--- src/nv_access_pkg.sv ---
package nv_access_pkg;

  // Widths
  localparam int ADDR_W    = 9;
  localparam int DATA_W    = 8;
  localparam int IO_ADDR_W = 6;
  localparam int STALL_W   = 3;
  localparam int TIMER_W   = 15;

  // I/O register offsets
  localparam logic [IO_ADDR_W-1:0] OFS_CONTROL   = 6'h1F;
  localparam logic [IO_ADDR_W-1:0] OFS_DATA      = 6'h20;
  localparam logic [IO_ADDR_W-1:0] OFS_ADDR_LOW  = 6'h21;
  localparam logic [IO_ADDR_W-1:0] OFS_ADDR_HIGH = 6'h22;

  // Control field positions
  localparam int BIT_READ    = 0;
  localparam int BIT_WRITE   = 1;
  localparam int BIT_MWE     = 2;
  localparam int BIT_IRQ_EN  = 3;
  localparam int BIT_MODE_LO = 4;
  localparam int BIT_MODE_HI = 5;

  // Values after reset
  localparam logic [DATA_W-1:0] DATA_RESET  = 8'h00;
  localparam logic [DATA_W-1:0] RDATA_RESET = 8'h00;

  // Cycle counts on the CPU clock
  localparam logic [STALL_W-1:0] MWE_CYCLES   = 3'h4;
  localparam logic [STALL_W-1:0] WRITE_STALL  = 3'h2;
  localparam logic [STALL_W-1:0] READ_STALL   = 3'h4;

  // Programming times in microseconds, and oscillator cycles
  localparam int PROG_FULL_TIME_US    = 32'h0000_0D48;
  localparam int PROG_SPLIT_TIME_US   = 32'h0000_0708;
  localparam int PROG_FULL_OSC_CYCLES = 32'h0000_6700;
  localparam int PROG_SPLIT_OSC_CYCLES =
    PROG_FULL_OSC_CYCLES * PROG_SPLIT_TIME_US / PROG_FULL_TIME_US;

  typedef enum logic [1:0] {
    MODE_ATOMIC = 2'h0,
    MODE_ERASE  = 2'h1,
    MODE_WRITE  = 2'h2,
    MODE_RSVD   = 2'h3
  } prog_mode_t;

  typedef enum logic [1:0] {
    ST_IDLE   = 2'h0,
    ST_PROG   = 2'h1,
    ST_FINISH = 2'h3
  } prog_state_t;

endpackage

--- src/eeprom_access_control.sv ---
`timescale 1ns/10ps
`default_nettype none
// What this block does
// - Reserved address and control bits read zero
// - Nine-bit linear byte address, up to 511
// - Address register has no reset value
// - Data register feeds writes, receives read bytes
// - Mode bits pick atomic, erase or program
// - Mode writes ignored while write strobe set
// - Reset clears mode unless programming runs
// - Ready interrupt level while strobe clear, enabled
// - No ready interrupt during write or flash
// - Master enable self-clears four cycles later
// - Strobe starts programming only under master enable
// - No write start while flash self-programs
// - Hardware clears strobe when time elapsed
// - Write start stalls CPU two cycles
// - Read fetches byte, stalls CPU four cycles
// - Busy blocks reads and address changes
// - Write timed by counting RC oscillator cycles
// - Write in progress completes through reset
module eeprom_access_control
  import nv_access_pkg::*;
#(
  parameter int FULL_OSC_CYCLES  = PROG_FULL_OSC_CYCLES,
  parameter int SPLIT_OSC_CYCLES = PROG_SPLIT_OSC_CYCLES
) (
  // Clock, reset, enable
  input  wire logic                 clock_i,
  input  wire logic                 srst_i,
  input  wire logic                 ce_i,
  // CPU I/O register access
  input  wire logic [IO_ADDR_W-1:0] io_addr_i,
  input  wire logic                 io_wr_i,
  input  wire logic                 io_rd_i,
  input  wire logic [DATA_W-1:0]    io_wdata_i,
  output var  logic [DATA_W-1:0]    io_rdata_o,
  // CPU status and control
  input  wire logic                 gie_i,
  input  wire logic                 flash_selfprog_active_i,
  output var  logic                 cpu_stall_o,
  output var  logic                 irq_o,
  // Calibrated RC oscillator
  input  wire logic                 rc_osc_i,
  // EEPROM array
  input  wire logic [DATA_W-1:0]    arr_rdata_i,
  output var  logic [ADDR_W-1:0]    arr_addr_o,
  output var  logic [DATA_W-1:0]    arr_wdata_o,
  output var  logic                 arr_erase_o,
  output var  logic                 arr_program_o
);

  generate
    if (FULL_OSC_CYCLES < 1 || FULL_OSC_CYCLES >= (1 << TIMER_W)) begin : g_bad_full
      $error("full programming count out of range");
    end
    if (SPLIT_OSC_CYCLES < 1 || SPLIT_OSC_CYCLES >= (1 << TIMER_W)) begin : g_bad_split
      $error("split programming count out of range");
    end
  endgenerate

  localparam logic [TIMER_W-1:0] FULL_LOAD  = TIMER_W'(FULL_OSC_CYCLES);
  localparam logic [TIMER_W-1:0] SPLIT_LOAD = TIMER_W'(SPLIT_OSC_CYCLES);

  // Register state
  logic [ADDR_W-1:0]  nv_byte_address;
  logic [DATA_W-1:0]  nv_byte_data;
  prog_mode_t         program_mode_bits;
  logic               ready_irq_enable;
  logic               master_write_enable;
  logic [STALL_W-1:0] mwe_cnt;
  logic [STALL_W-1:0] stall_cnt;
  prog_state_t        state;

  // Decoded accesses
  logic               ctrl_wr;
  logic               data_wr;
  logic               alow_wr;
  logic               ahigh_wr;
  logic               idle;
  logic               write_strobe;
  logic               start_write;
  logic               start_read;
  logic               mwe_set;
  prog_mode_t         next_mode;

  // Timer links
  logic               rc_tick;
  logic               timer_running;
  logic               timer_done;
  logic [TIMER_W-1:0] timer_load;

  assign ctrl_wr      = io_wr_i && (io_addr_i == OFS_CONTROL);
  assign data_wr      = io_wr_i && (io_addr_i == OFS_DATA);
  assign alow_wr      = io_wr_i && (io_addr_i == OFS_ADDR_LOW);
  assign ahigh_wr     = io_wr_i && (io_addr_i == OFS_ADDR_HIGH);
  assign idle         = (state == ST_IDLE);
  assign write_strobe = !idle;
  assign next_mode    = prog_mode_t'(io_wdata_i[BIT_MODE_HI:BIT_MODE_LO]);
  assign mwe_set      = ctrl_wr && io_wdata_i[BIT_MWE];

  // Enable must already stand before this write; reserved mode never starts
  assign start_write = ctrl_wr && io_wdata_i[BIT_WRITE]
                    && master_write_enable
                    && idle && !srst_i
                    && !flash_selfprog_active_i
                    && (next_mode != MODE_RSVD);

  assign start_read = ctrl_wr && io_wdata_i[BIT_READ]
                   && idle && !srst_i;

  assign timer_load = (next_mode == MODE_ATOMIC) ? FULL_LOAD : SPLIT_LOAD;

  nv_sync_rise u_rc_sync (
    .clock_i (clock_i),
    .srst_i  (srst_i),
    .ce_i    (ce_i),
    .async_i (rc_osc_i),
    .rise_o  (rc_tick)
  );

  // Programming time counted in oscillator periods
  nv_prog_timer #(
    .CNT_W (TIMER_W)
  ) u_timer (
    .clock_i    (clock_i),
    .srst_i     (srst_i),
    .ce_i       (ce_i),
    .load_i     (start_write),
    .load_val_i (timer_load),
    .tick_i     (rc_tick),
    .running_o  (timer_running),
    .done_o     (timer_done)
  );

  // Programming sequence; a running write is not cut by reset
  always_ff @(posedge clock_i) begin
    if (ce_i) begin
      case (state)
        ST_IDLE: begin
          if (start_write) begin
            state <= ST_PROG;
          end
        end
        ST_PROG: begin
          if (timer_done) begin
            state <= ST_FINISH;
          end
        end
        ST_FINISH: begin
          state <= ST_IDLE;
        end
        default: begin
          state <= ST_IDLE;
        end
      endcase
    end
  end

  // Mode bits
  always_ff @(posedge clock_i) begin
    if (srst_i && idle) begin
      program_mode_bits <= MODE_ATOMIC;
    end else if (ce_i && ctrl_wr && idle && !srst_i) begin
      program_mode_bits <= next_mode;
    end
  end

  // Interrupt enable
  always_ff @(posedge clock_i) begin
    if (srst_i) begin
      ready_irq_enable <= 1'b0;
    end else if (ce_i && ctrl_wr) begin
      ready_irq_enable <= io_wdata_i[BIT_IRQ_EN];
    end
  end

  // Master write enable, held for a fixed window
  always_ff @(posedge clock_i) begin
    if (srst_i) begin
      master_write_enable <= 1'b0;
      mwe_cnt             <= '0;
    end else if (ce_i) begin
      if (mwe_set) begin
        master_write_enable <= 1'b1;
        mwe_cnt             <= MWE_CYCLES;
      end else if (mwe_cnt != '0) begin
        mwe_cnt             <= mwe_cnt - 1'b1;
        master_write_enable <= (mwe_cnt != 3'h1);
      end
    end
  end

  // Address: no reset value, frozen while busy
  always_ff @(posedge clock_i) begin
    if (ce_i && idle) begin
      if (alow_wr) begin
        nv_byte_address[7:0] <= io_wdata_i;
      end
      if (ahigh_wr) begin
        nv_byte_address[8] <= io_wdata_i[0];
      end
    end
  end

  // Data: software load, or byte fetched by a read; kept while a write runs
  always_ff @(posedge clock_i) begin
    if (srst_i && idle) begin
      nv_byte_data <= DATA_RESET;
    end else if (ce_i) begin
      if (start_read) begin
        nv_byte_data <= arr_rdata_i;
      end else if (data_wr && idle) begin
        nv_byte_data <= io_wdata_i;
      end
    end
  end

  // CPU stall after a strobe
  always_ff @(posedge clock_i) begin
    if (srst_i) begin
      stall_cnt   <= '0;
      cpu_stall_o <= 1'b0;
    end else if (ce_i) begin
      if (start_write) begin
        stall_cnt   <= WRITE_STALL;
        cpu_stall_o <= 1'b1;
      end else if (start_read) begin
        stall_cnt   <= READ_STALL;
        cpu_stall_o <= 1'b1;
      end else if (stall_cnt != '0) begin
        stall_cnt   <= stall_cnt - 1'b1;
        cpu_stall_o <= (stall_cnt != 3'h1);
      end
    end
  end

  // Register read-back
  always_ff @(posedge clock_i) begin
    if (srst_i) begin
      io_rdata_o <= RDATA_RESET;
    end else if (ce_i && io_rd_i) begin
      case (io_addr_i)
        OFS_ADDR_LOW: begin
          io_rdata_o <= nv_byte_address[7:0];
        end
        OFS_ADDR_HIGH: begin
          io_rdata_o <= {7'h00, nv_byte_address[8]};
        end
        OFS_DATA: begin
          io_rdata_o <= nv_byte_data;
        end
        OFS_CONTROL: begin
          io_rdata_o <= {2'h0, program_mode_bits,
                         ready_irq_enable, master_write_enable,
                         write_strobe, 1'b0};
        end
        default: begin
          io_rdata_o <= 8'h00;
        end
      endcase
    end
  end

  // Ready interrupt, a level
  always_ff @(posedge clock_i) begin
    if (srst_i) begin
      irq_o <= 1'b0;
    end else if (ce_i) begin
      irq_o <= ready_irq_enable && gie_i && idle
            && !flash_selfprog_active_i;
    end
  end

  // Array drive
  always_ff @(posedge clock_i) begin
    if (srst_i && idle) begin
      arr_erase_o   <= 1'b0;
      arr_program_o <= 1'b0;
    end else if (ce_i) begin
      arr_erase_o   <= (state == ST_PROG) && (program_mode_bits != MODE_WRITE);
      arr_program_o <= (state == ST_PROG) && (program_mode_bits != MODE_ERASE);
    end
  end

  always_ff @(posedge clock_i) begin
    if (ce_i) begin
      arr_addr_o  <= nv_byte_address;
      arr_wdata_o <= nv_byte_data;
    end
  end
endmodule
`default_nettype wire

--- src/nv_prog_timer.sv ---
`timescale 1ns/10ps
`default_nettype none
module nv_prog_timer #(
  parameter int CNT_W = 15
) (
  // Clock and control
  input  wire logic             clock_i,
  input  wire logic             srst_i,
  input  wire logic             ce_i,
  // Start and time base
  input  wire logic             load_i,
  input  wire logic [CNT_W-1:0] load_val_i,
  input  wire logic             tick_i,
  // Status
  output var  logic             running_o,
  output var  logic             done_o
);

  logic [CNT_W-1:0] remain;

  // A running count survives reset so that programming completes;
  // an unknown power-up state falls through to the reset branch
  always_ff @(posedge clock_i) begin
    if (running_o) begin
      if (ce_i) begin
        done_o <= 1'b0;
        if (tick_i) begin
          remain <= remain - 1'b1;
          if (remain == {{(CNT_W-1){1'b0}}, 1'b1}) begin
            running_o <= 1'b0;
            done_o    <= 1'b1;
          end
        end
      end
    end else if (srst_i) begin
      remain    <= '0;
      running_o <= 1'b0;
      done_o    <= 1'b0;
    end else if (ce_i) begin
      done_o <= 1'b0;
      if (load_i) begin
        remain    <= load_val_i;
        running_o <= 1'b1;
      end
    end
  end

endmodule
`default_nettype wire

--- src/nv_sync_rise.sv ---
`timescale 1ns/10ps
`default_nettype none
module nv_sync_rise (
  // Clock and control
  input  wire logic clock_i,
  input  wire logic srst_i,
  input  wire logic ce_i,
  // Asynchronous level in, rising-edge pulse out
  input  wire logic async_i,
  output var  logic rise_o
);

  logic meta;
  logic stable;
  logic last;

  always_ff @(posedge clock_i) begin
    if (srst_i) begin
      meta   <= 1'b0;
      stable <= 1'b0;
      last   <= 1'b0;
      rise_o <= 1'b0;
    end else if (ce_i) begin
      meta   <= async_i;
      stable <= meta;
      last   <= stable;
      rise_o <= stable & ~last;
    end
  end

endmodule
`default_nettype wire

--- config.mk ---
export PLATFORM = sky130hd
export DESIGN_NAME = eeprom_access_control
export DESIGN_NICKNAME = d
export VERILOG_FILES = /design/src/nv_access_pkg.sv /design/src/eeprom_access_control.sv /design/src/nv_prog_timer.sv /design/src/nv_sync_rise.sv
export SDC_FILE = /design/constraint.sdc
export NUM_CORES = 1
export LEC_CHECK = 0
export BUFFER_PORTS_ARGS = -buffer_cell sky130_fd_sc_hd__buf_2
export CELL_PAD_IN_SITES_DETAIL_PLACEMENT = 1
export CELL_PAD_IN_SITES_GLOBAL_PLACEMENT = 1
export CORE_ASPECT_RATIO = 1.1
export CORE_MARGIN = 2
export CORE_UTILIZATION = 44
export DETAILED_ROUTE_END_ITERATION = 10
export GPL_ROUTABILITY_DRIVEN = 0
export PLACE_DENSITY = 0.8
export SYNTH_ARGS = -nofsm -noshare
export SYNTH_HDL_FRONTEND = slang
export SYNTH_SLANG_ARGS = --single-unit
export TNS_END_PERCENT = 100
--- constraint.sdc ---
create_clock -name clock_i -period 3.9 [get_ports clock_i]
set_input_delay 0.39 -clock clock_i [delete_from_list [all_inputs] [get_ports clock_i]]
set_output_delay 0.39 -clock clock_i [all_outputs]
set_load 0.02 [all_outputs]
==> results of run 1 <==
==> cell families (layout without fill, tap and decap cells) <==
group,count (synthesis),count (layout),synth area share
AND/OR/NAND/NOR,115,115,0.177
flip-flops,79,79,0.563
adder cells (fa/ha/maj),8,8,0.0279
buffers and inverters,24,87,0.0279
AO/OA/AOI/OAI,86,86,0.147
multiplexers,11,11,0.0307
XOR/XNOR,11,11,0.0268
==> cells in the final DEF (no fill, tap or decap), types with 7 or more instances in the layout <==
cell type,Yosys,routed
a211oi_1,8,8
a21oi_1,36,36
buf_2,2,58
clkbuf_8,0,9
dfxtp_1,35,35
edfxtp_1,44,44
ha_1,8,8
inv_1,11,11
mux2i_1,11,11
nand2_1,30,30
nand3_1,9,9
nor2_1,25,25
nor4_1,7,7
o21ai_0,20,20
xnor2_1,8,8
==> metrics by stage <==
step	area [sq um]	hold WS, ns
finish	4170	0.211
global route	4170	0.199
CTS	4170	0.199
detailed placement	3980	0.441
global placement	3980	0.435
floorplan	3590	0.425
==> metal layers <==
| layer | GRT usage | part of all wire | up-vias |
|---|---|---|---|
| met2 | 0.370 | 0.50 | 88 |
| li1 | - | - | 1364 |
| met5 | 0 | 0 | - |
| met1 | 0.292 | 0.43 | 1417 |
| met3 | 0.0398 | 0.050 | 23 |
| met4 | 0.0935 | 0.024 | 0 |
==> Yosys cell counts, types with 2 or more instances <==
master    count  area (sq um)
xnor2_1       8          70.1
xor2_1        3          26.3
nor2_1       25          93.8
o31ai_1       2          15.0
clkbuf_1      9          33.8
nand4_1       2          12.5
a222oi_1      5          50.1
o21ai_0      20           100
nand2b_1      6          37.5
o21a_1        2          15.0
a21oi_1      36           180
nor2b_1       2          12.5
a22o_1        2          17.5
and3_1        2          12.5
a211oi_1      8          60.1
nor4b_1       3          26.3
nor4_1        7          43.8
a22oi_1       2          15.0
or3_2         2          15.0
edfxtp_1     44          1320
nand3_1       9          45.0
or3_1         3          18.8
mux2i_1      11           110
nand4b_1      3          26.3
dfxtp_1      35           701
a31oi_1       3          18.8
inv_1        11          41.3
ha_1          8           100
buf_2         2          10.0
nand2_1      30           113
nor3_2        2          20.0
nor3_1        6          30.0
==> sequential cells by signal (all words and copies together) (netlist names), 2 cells and up <==
name / cells
u_timer.remain: 15
io_rdata_o: 8
mwe_cnt: 3
program_mode_bits: 2
stall_cnt: 3
state: 2
arr_addr_o: 9
nv_byte_address: 9
arr_wdata_o: 8
nv_byte_data: 8
==> layout make-up <==
cell class / instances / area, sq um / share of cell area
tap: 108 / 135 / 0.0324
clock inverter: 5 / 38.8 / 0.00930
sequential: 79 / 2020 / 0.485
multi-input combinational: 231 / 1470 / 0.354
clock buffer: 11 / 153 / 0.0366
inverter: 11 / 41.3 / 0.00990
timing repair buffer: 60 / 305 / 0.0732
==> worst paths after layout <==
check / slack [ns] / from / endpoint
setup / recovery: 1.51 / state[1] / u_timer.remain[9]
hold / removal: 0.21 / io_wdata_i[7] / nv_byte_address[7]
setup reg to reg: 1.51 / state[1] / u_timer.remain[9]
hold reg to reg: 0.47 / nv_byte_address[8] / arr_addr_o[8]
==> worst reg2reg max path: stages (launching register included) <==
cell and delay, ns:
edfxtp_1 0.47, or2_2 0.40, nor4_1 0.56, nand2b_1 0.18, o31ai_2 0.20, buf_4 0.27
==> power by group <==
part / internal, uW / switching, uW
Combinational: 115 / 173
Sequential: 926 / 38.9
Clock: 272 / 325
Total: 1310 / 537
==> metrics list, run 1 <==
* Final routed DRC violation total: 0
* Slew at the pin closest to its max-slew limit: between 0.7 and 0.8 ns
- Clock tree synthesis inserted a total of 9 buffers.
- Setup total negative slack on the finished layout was measured at 0 ns.
* Async set-reset flop share out of synthesis: 0
- In the finished design, the share of the clock period the worst path needs comes to 0.612.
- A synthesized cell averages 10.8 sq um.
- Number of buffers on the longest clock path: 2
* Worst path bufs/invs: 1
- The initial antenna violation count is 0.
- LEAKAGE: ~0.0016 uW
- Worst endpoint data arrival time: about 2.4 ns
* Sum of net half-perimeters after detailed placement: 6870 um
- IR analysis of the VDD net gives a maximum drop of around 230 uV.
- Final nets: between 400 and 500
- The H-tree generated during clock tree synthesis spans 3 levels.
- Synthesis instantiated 53 different standard cells from the library.
* Insertion delay of the later-clocked pin in the worst-skew pair: 0.36 ns
- Along the worst hold path, the cell count comes to 1.
* Number of sinks driven by the clock tree: 79
* WL/cell: 19.1 um
- When the netlist entered floorplanning its net count stood at ~370.
* Setup Fix Bufs, Post-CTS: 0
- Result of the run: finished clean
- Before antenna repair, the detailed router went through 7 iterations.
* Die height: 98.8 um
* Number of antenna-violating nets in the routed design: 0
- Final setup vio count: 0
* Synth Instances: 334
- The Yosys step of the flow raised 0 warnings.
* Count of non-filler cells in the finished layout: 505
* Clock transition at the registers of the reported paths: 0.09 ns
- Register area share after synthesis: 0.563
* Floorplan core area: 7910 sq um
- Of all nets on the critical path, the largest fanout is 15.
* Setup repair after global routing missed its margin: no
- Total wirelength of the detailed-routed design: 9670 um
- The initial utilization of the core area, before any placement, comes to 0.454.
* Master of the slowest instance on the critical path: nor4_1
- Yosys mapped a number of flops with a built-in enable equal to 44.
* Post-DR vias/cell: 5.73
- CP peak stage delay: 0.56 ns
- For the worst flop-to-flop path, the logic depth is 5.
- The completed layout was analyzed and its total power is roughly 1900 uW.
- For this run the aggregate overflow at the end of global routing stands at 0.
- The worst setup path is launched from a flip-flop.
- Buffers placed on the I/O ports in this run total 58.
- Via count: approximately 2900
- Counting tap cells, the placed design contains a total of 489 instances.
* Power density over cell area: 444 nW/um^2
- During I/O placement, the number of pins put on the boundary was between 50 and 60.
- For this block, the initial DRC count from the detailed router was 147.
- The die is 90.1 um wide.
* CTS tree: built
* Largest net degree at the start of global routing: 29
- Achievable frequency: 419 MHz
* Slew Viols, Final: 0
* Category of cells accounting for the largest share of critical-path delay: simple AND/OR/NAND/NOR gates
- The worst pin sits at a relative slew slack of 0.476.
- By startpoint and endpoint, the worst setup path is classified as flip-flop to flip-flop.
- Via count of the first global-routing pass: 3059
- Cell depth of the worst setup path: 5
* HP Class: input pin to flip-flop
- After synthesis the netlist holds a flip-flop and latch count of ~80.
- Once the clock tree was built, the resizer swapped 0 gates to a different size.
* Min Tclk post-route: 2.39 ns
- The most used flip-flop cell after synthesis is edfxtp_1.
- Fin worst setup slack: 1.51 ns
* Cell chosen for the clock root: clkbuf_8
* Fraction of the core area covered by cells at the end of the flow: 0.527
- Traced cell by cell, the critical path runs through or2_2 -> nor4_1 -> nand2b_1 -> o31ai_2 -> buf_4.
- Crit. End Element: flip-flop
* Number of placement rows: 34
- The count of final hold-check violations came to 0.
- Post-Route Skew: 0.0161 ns
- Summing every instance area after synthesis gives around 3600 sq um.
* Wire length of the first global-routing pass: 15700 um
- 0 antenna diodes ended up in the layout.
- Worst endpoint required time: 3.95 ns
* Filler cell count: 922
* Global Route Usage Sum: 0.223
- P&R area growth vs syn: 16.1%
- Pre-CTS setup slack: 1.49 ns
* Max Cap Viol: 0
* Total Die Area: a little under 9000 sq um
* Share of layout cells above drive strength 1: 0.224
- The number of hold buffers added after CTS was 0.
Note: power is estimated with default switching activity, not from simulation.
==> run 2: changes to the inputs <==
- clock period: 3.9 -> 2.3 ns (I/O delays scaled with it)
==> metrics list, run 2 (synthesized netlist as in run 1, its figures left out) <==
- Result of the run: finished clean
- Number of sinks driven by the clock tree: between 70 and 80
- The library cell used most frequently in the layout, excluding fill and tap cells, is buf_2.
* HP Class: input pin to flip-flop
- STA classifies the critical path endpoint as a flip-flop.
- Die height: 98.8 um
* Worst endpoint required time: around 2.4 ns
* Leading registers by flop count: u_timer.remain (15), arr_addr_o (9), nv_byte_address (9)
- Capturing point of the worst reg2reg path: u_timer.remain[7]
- Setup Fix Bufs, Post-CTS: 0
- The register with the most flip-flops in the layout has 15 of them.
- Number of placement rows: 34
- For the pin with the worst max-slew slack, the measured transition is approximately 0.64 ns.
* Die boundary width: 90.1 um
- Setup repair after global routing missed its margin: no
- For this block, the routed nets add up to between 9000 and 10000 um of wire.
- For this run, the post-layout net count is 444.
- The number of hold buffers added after CTS was 0.
* Aggregate global routing overflow: 0
- Source of the critical timing path: state[0]
* Worst endpoint data arrival time: 2.17 ns
- Number of diodes added for antenna fixing: 0
* Share of layout cells above drive strength 1: 0.253
* CTS tree: built
- Register bank with the most flops: u_timer.remain
- Min Tclk post-route: 2.12 ns
- Summed negative setup slack over all endpoints: 0 ns
- Number of placed I/O pins: 59
- Once routing completed, OpenROAD measured the worst setup slack at 0.179 ns.
- Insertion delay of the later-clocked pin in the worst-skew pair: 0.36 ns
* Final count of hold timing violations: 0
* Reg2reg path depth: 5
- Pre-CTS setup slack: 0.202 ns
- Global Route Usage Sum: 0.228
- Number of antenna-violating nets in the routed design: 0
* Maximum fanout encountered on the critical timing path: 15
- In the final routed layout, each cell accounts on average for 18.6 um.
- No sink is reached through more buffers than the 2 on the longest clock path.
- The worst setup path is launched from a flip-flop.
* Number of gates given a new drive strength after cts: 0
- LEAKAGE: 0.00164 uW
- IR analysis of the VDD net gives a maximum drop of 594 uV.
- During placement, the flow inserted port buffers numbering 58.
* Worst slew slack as a fraction of its limit: 0.567
* Starting density of the core: 0.454
* Count of non-filler cells in the finished layout: 519
- Post-DR vias/cell: 5.63
- Iteration-0 DRC Markers: between 200 and 250
- The critical path is of the flip-flop to flip-flop type.
* Largest net degree at the start of global routing: 28
- Relative to the synthesized area, the layout overhead comes to 19.7%.
- In the routed design, unresolved DRC markers number 0.
- In this run, CTS created clock tree buffers numbering 9.
- Number of placed cells counting well taps: 503
- Total Die Area: 8900 sq um
* Final setup vio count: 0
- Post-route clock period utilization: 0.922
* Cell chosen for the clock root: clkbuf_8
- Critical register-to-register path startpoint: state[0]
- Clock transition at the registers of the reported paths: 0.09 ns
- Via count of the first global-routing pass: 3050
- Post-Route Skew: 0.0140 ns
* H-tree depth: 3
- Via count: 2921
- The pre-antenna-repair detailed-routing pass consisted of 5 iterations.
- At the end of the flow the core is filled with cells to 0.543.
- Slew Viols, Final: 0
* Achievable frequency: between 400 and 500 MHz
* Power density over cell area: 742 nW/um^2
- Following the worst setup path forward leads to its endpoint at u_timer.remain[7].
- Across the run, the number of max-cap violations was 0.
- The initial antenna violation count came to 0.
- Number of cells on the worst hold path: 1
* Most used cells in the layout excluding fill and tap cells: buf_2 (58), edfxtp_1 (44), a21oi_1 (36)
- R2R Setup Slk: 0.18 ns
- Floorplan core area: 7910 sq um
- Sum of net half-perimeters after detailed placement: 6880 um
* Wire length of the first global-routing pass: 16000 um
## run 2: cell count changes in the layout (fill, tap and decap cells not counted)
cell,delta
buf_4,+14
bufinv_16,+1
clkbuf_16,-1
clkinv_4,+2
clkinvlp_4,-2
nor4_1,-1
nor4_2,+1
o31ai_2,-1
o31ai_4,+1
## run 2: worst min path at each step
| stage | from | to | slack [ns] |
|---|---|---|---|
| floorplan | io_wdata_i[0] | nv_byte_address[0] | 0.33 |
| global placement | io_wdata_i[7] | nv_byte_address[7] | 0.42 |
| detailed placement | io_wdata_i[7] | nv_byte_address[7] | 0.43 |
| CTS | io_wdata_i[7] | nv_byte_address[7] | 0.04 |
| global route | io_wdata_i[7] | nv_byte_address[7] | 0.05 |
| finish | io_wdata_i[7] | nv_byte_address[7] | 0.06 |
## run 2: stage by stage
| stage | power, uW | area [sq um] | hold WS, ns |
|---|---|---|---|
| 6_report | 3190 | 4300 | 0.0573 |
| 5_1_grt | 3340 | 4300 | 0.0467 |
| 3_3_place_gp | 2140 | 4100 | 0.421 |
| 2_1_floorplan | 2000 | 3610 | 0.329 |
| 3_5_place_dp | 2160 | 4100 | 0.426 |
| 4_1_cts | 3210 | 4300 | 0.0441 |
## run 2: worst max-delay path, stage by stage (launching register included)
cell and delay, ns:
edfxtp_1 0.47, or2_2 0.42, nor4_2 0.28, nand2b_1 0.16, o31ai_4 0.22, buf_4 0.26
## run 2: power by group
group | leakage (uW) | internal, uW | switching [uW]
combinational | 0.000828 | 204 | 302
clock | 0.0000931 | 509 | 541
sequential | 0.000717 | 1570 | 62.1
total | 0.00164 | 2280 | 905
## run 2: final cells by class
cell class	instances	area, sq um
Tap cell	108	135
Clock buffer	10	128
Clock inverter	6	71.3
Multi-Input combinational cell	231	1490
Sequential cell	79	2020
Timing Repair Buffer	74	410
Inverter	11	41.3
Fill cell	922	3620
## run 2: per-layer routing
layer	vias to the layer above	share of wire	GRT usage
met3	16	0.048	0.0489
met4	0	0.016	0.0580
li1	1388	-	-
met1	1445	0.45	0.307
met5	-	0	0
met2	72	0.49	0.378
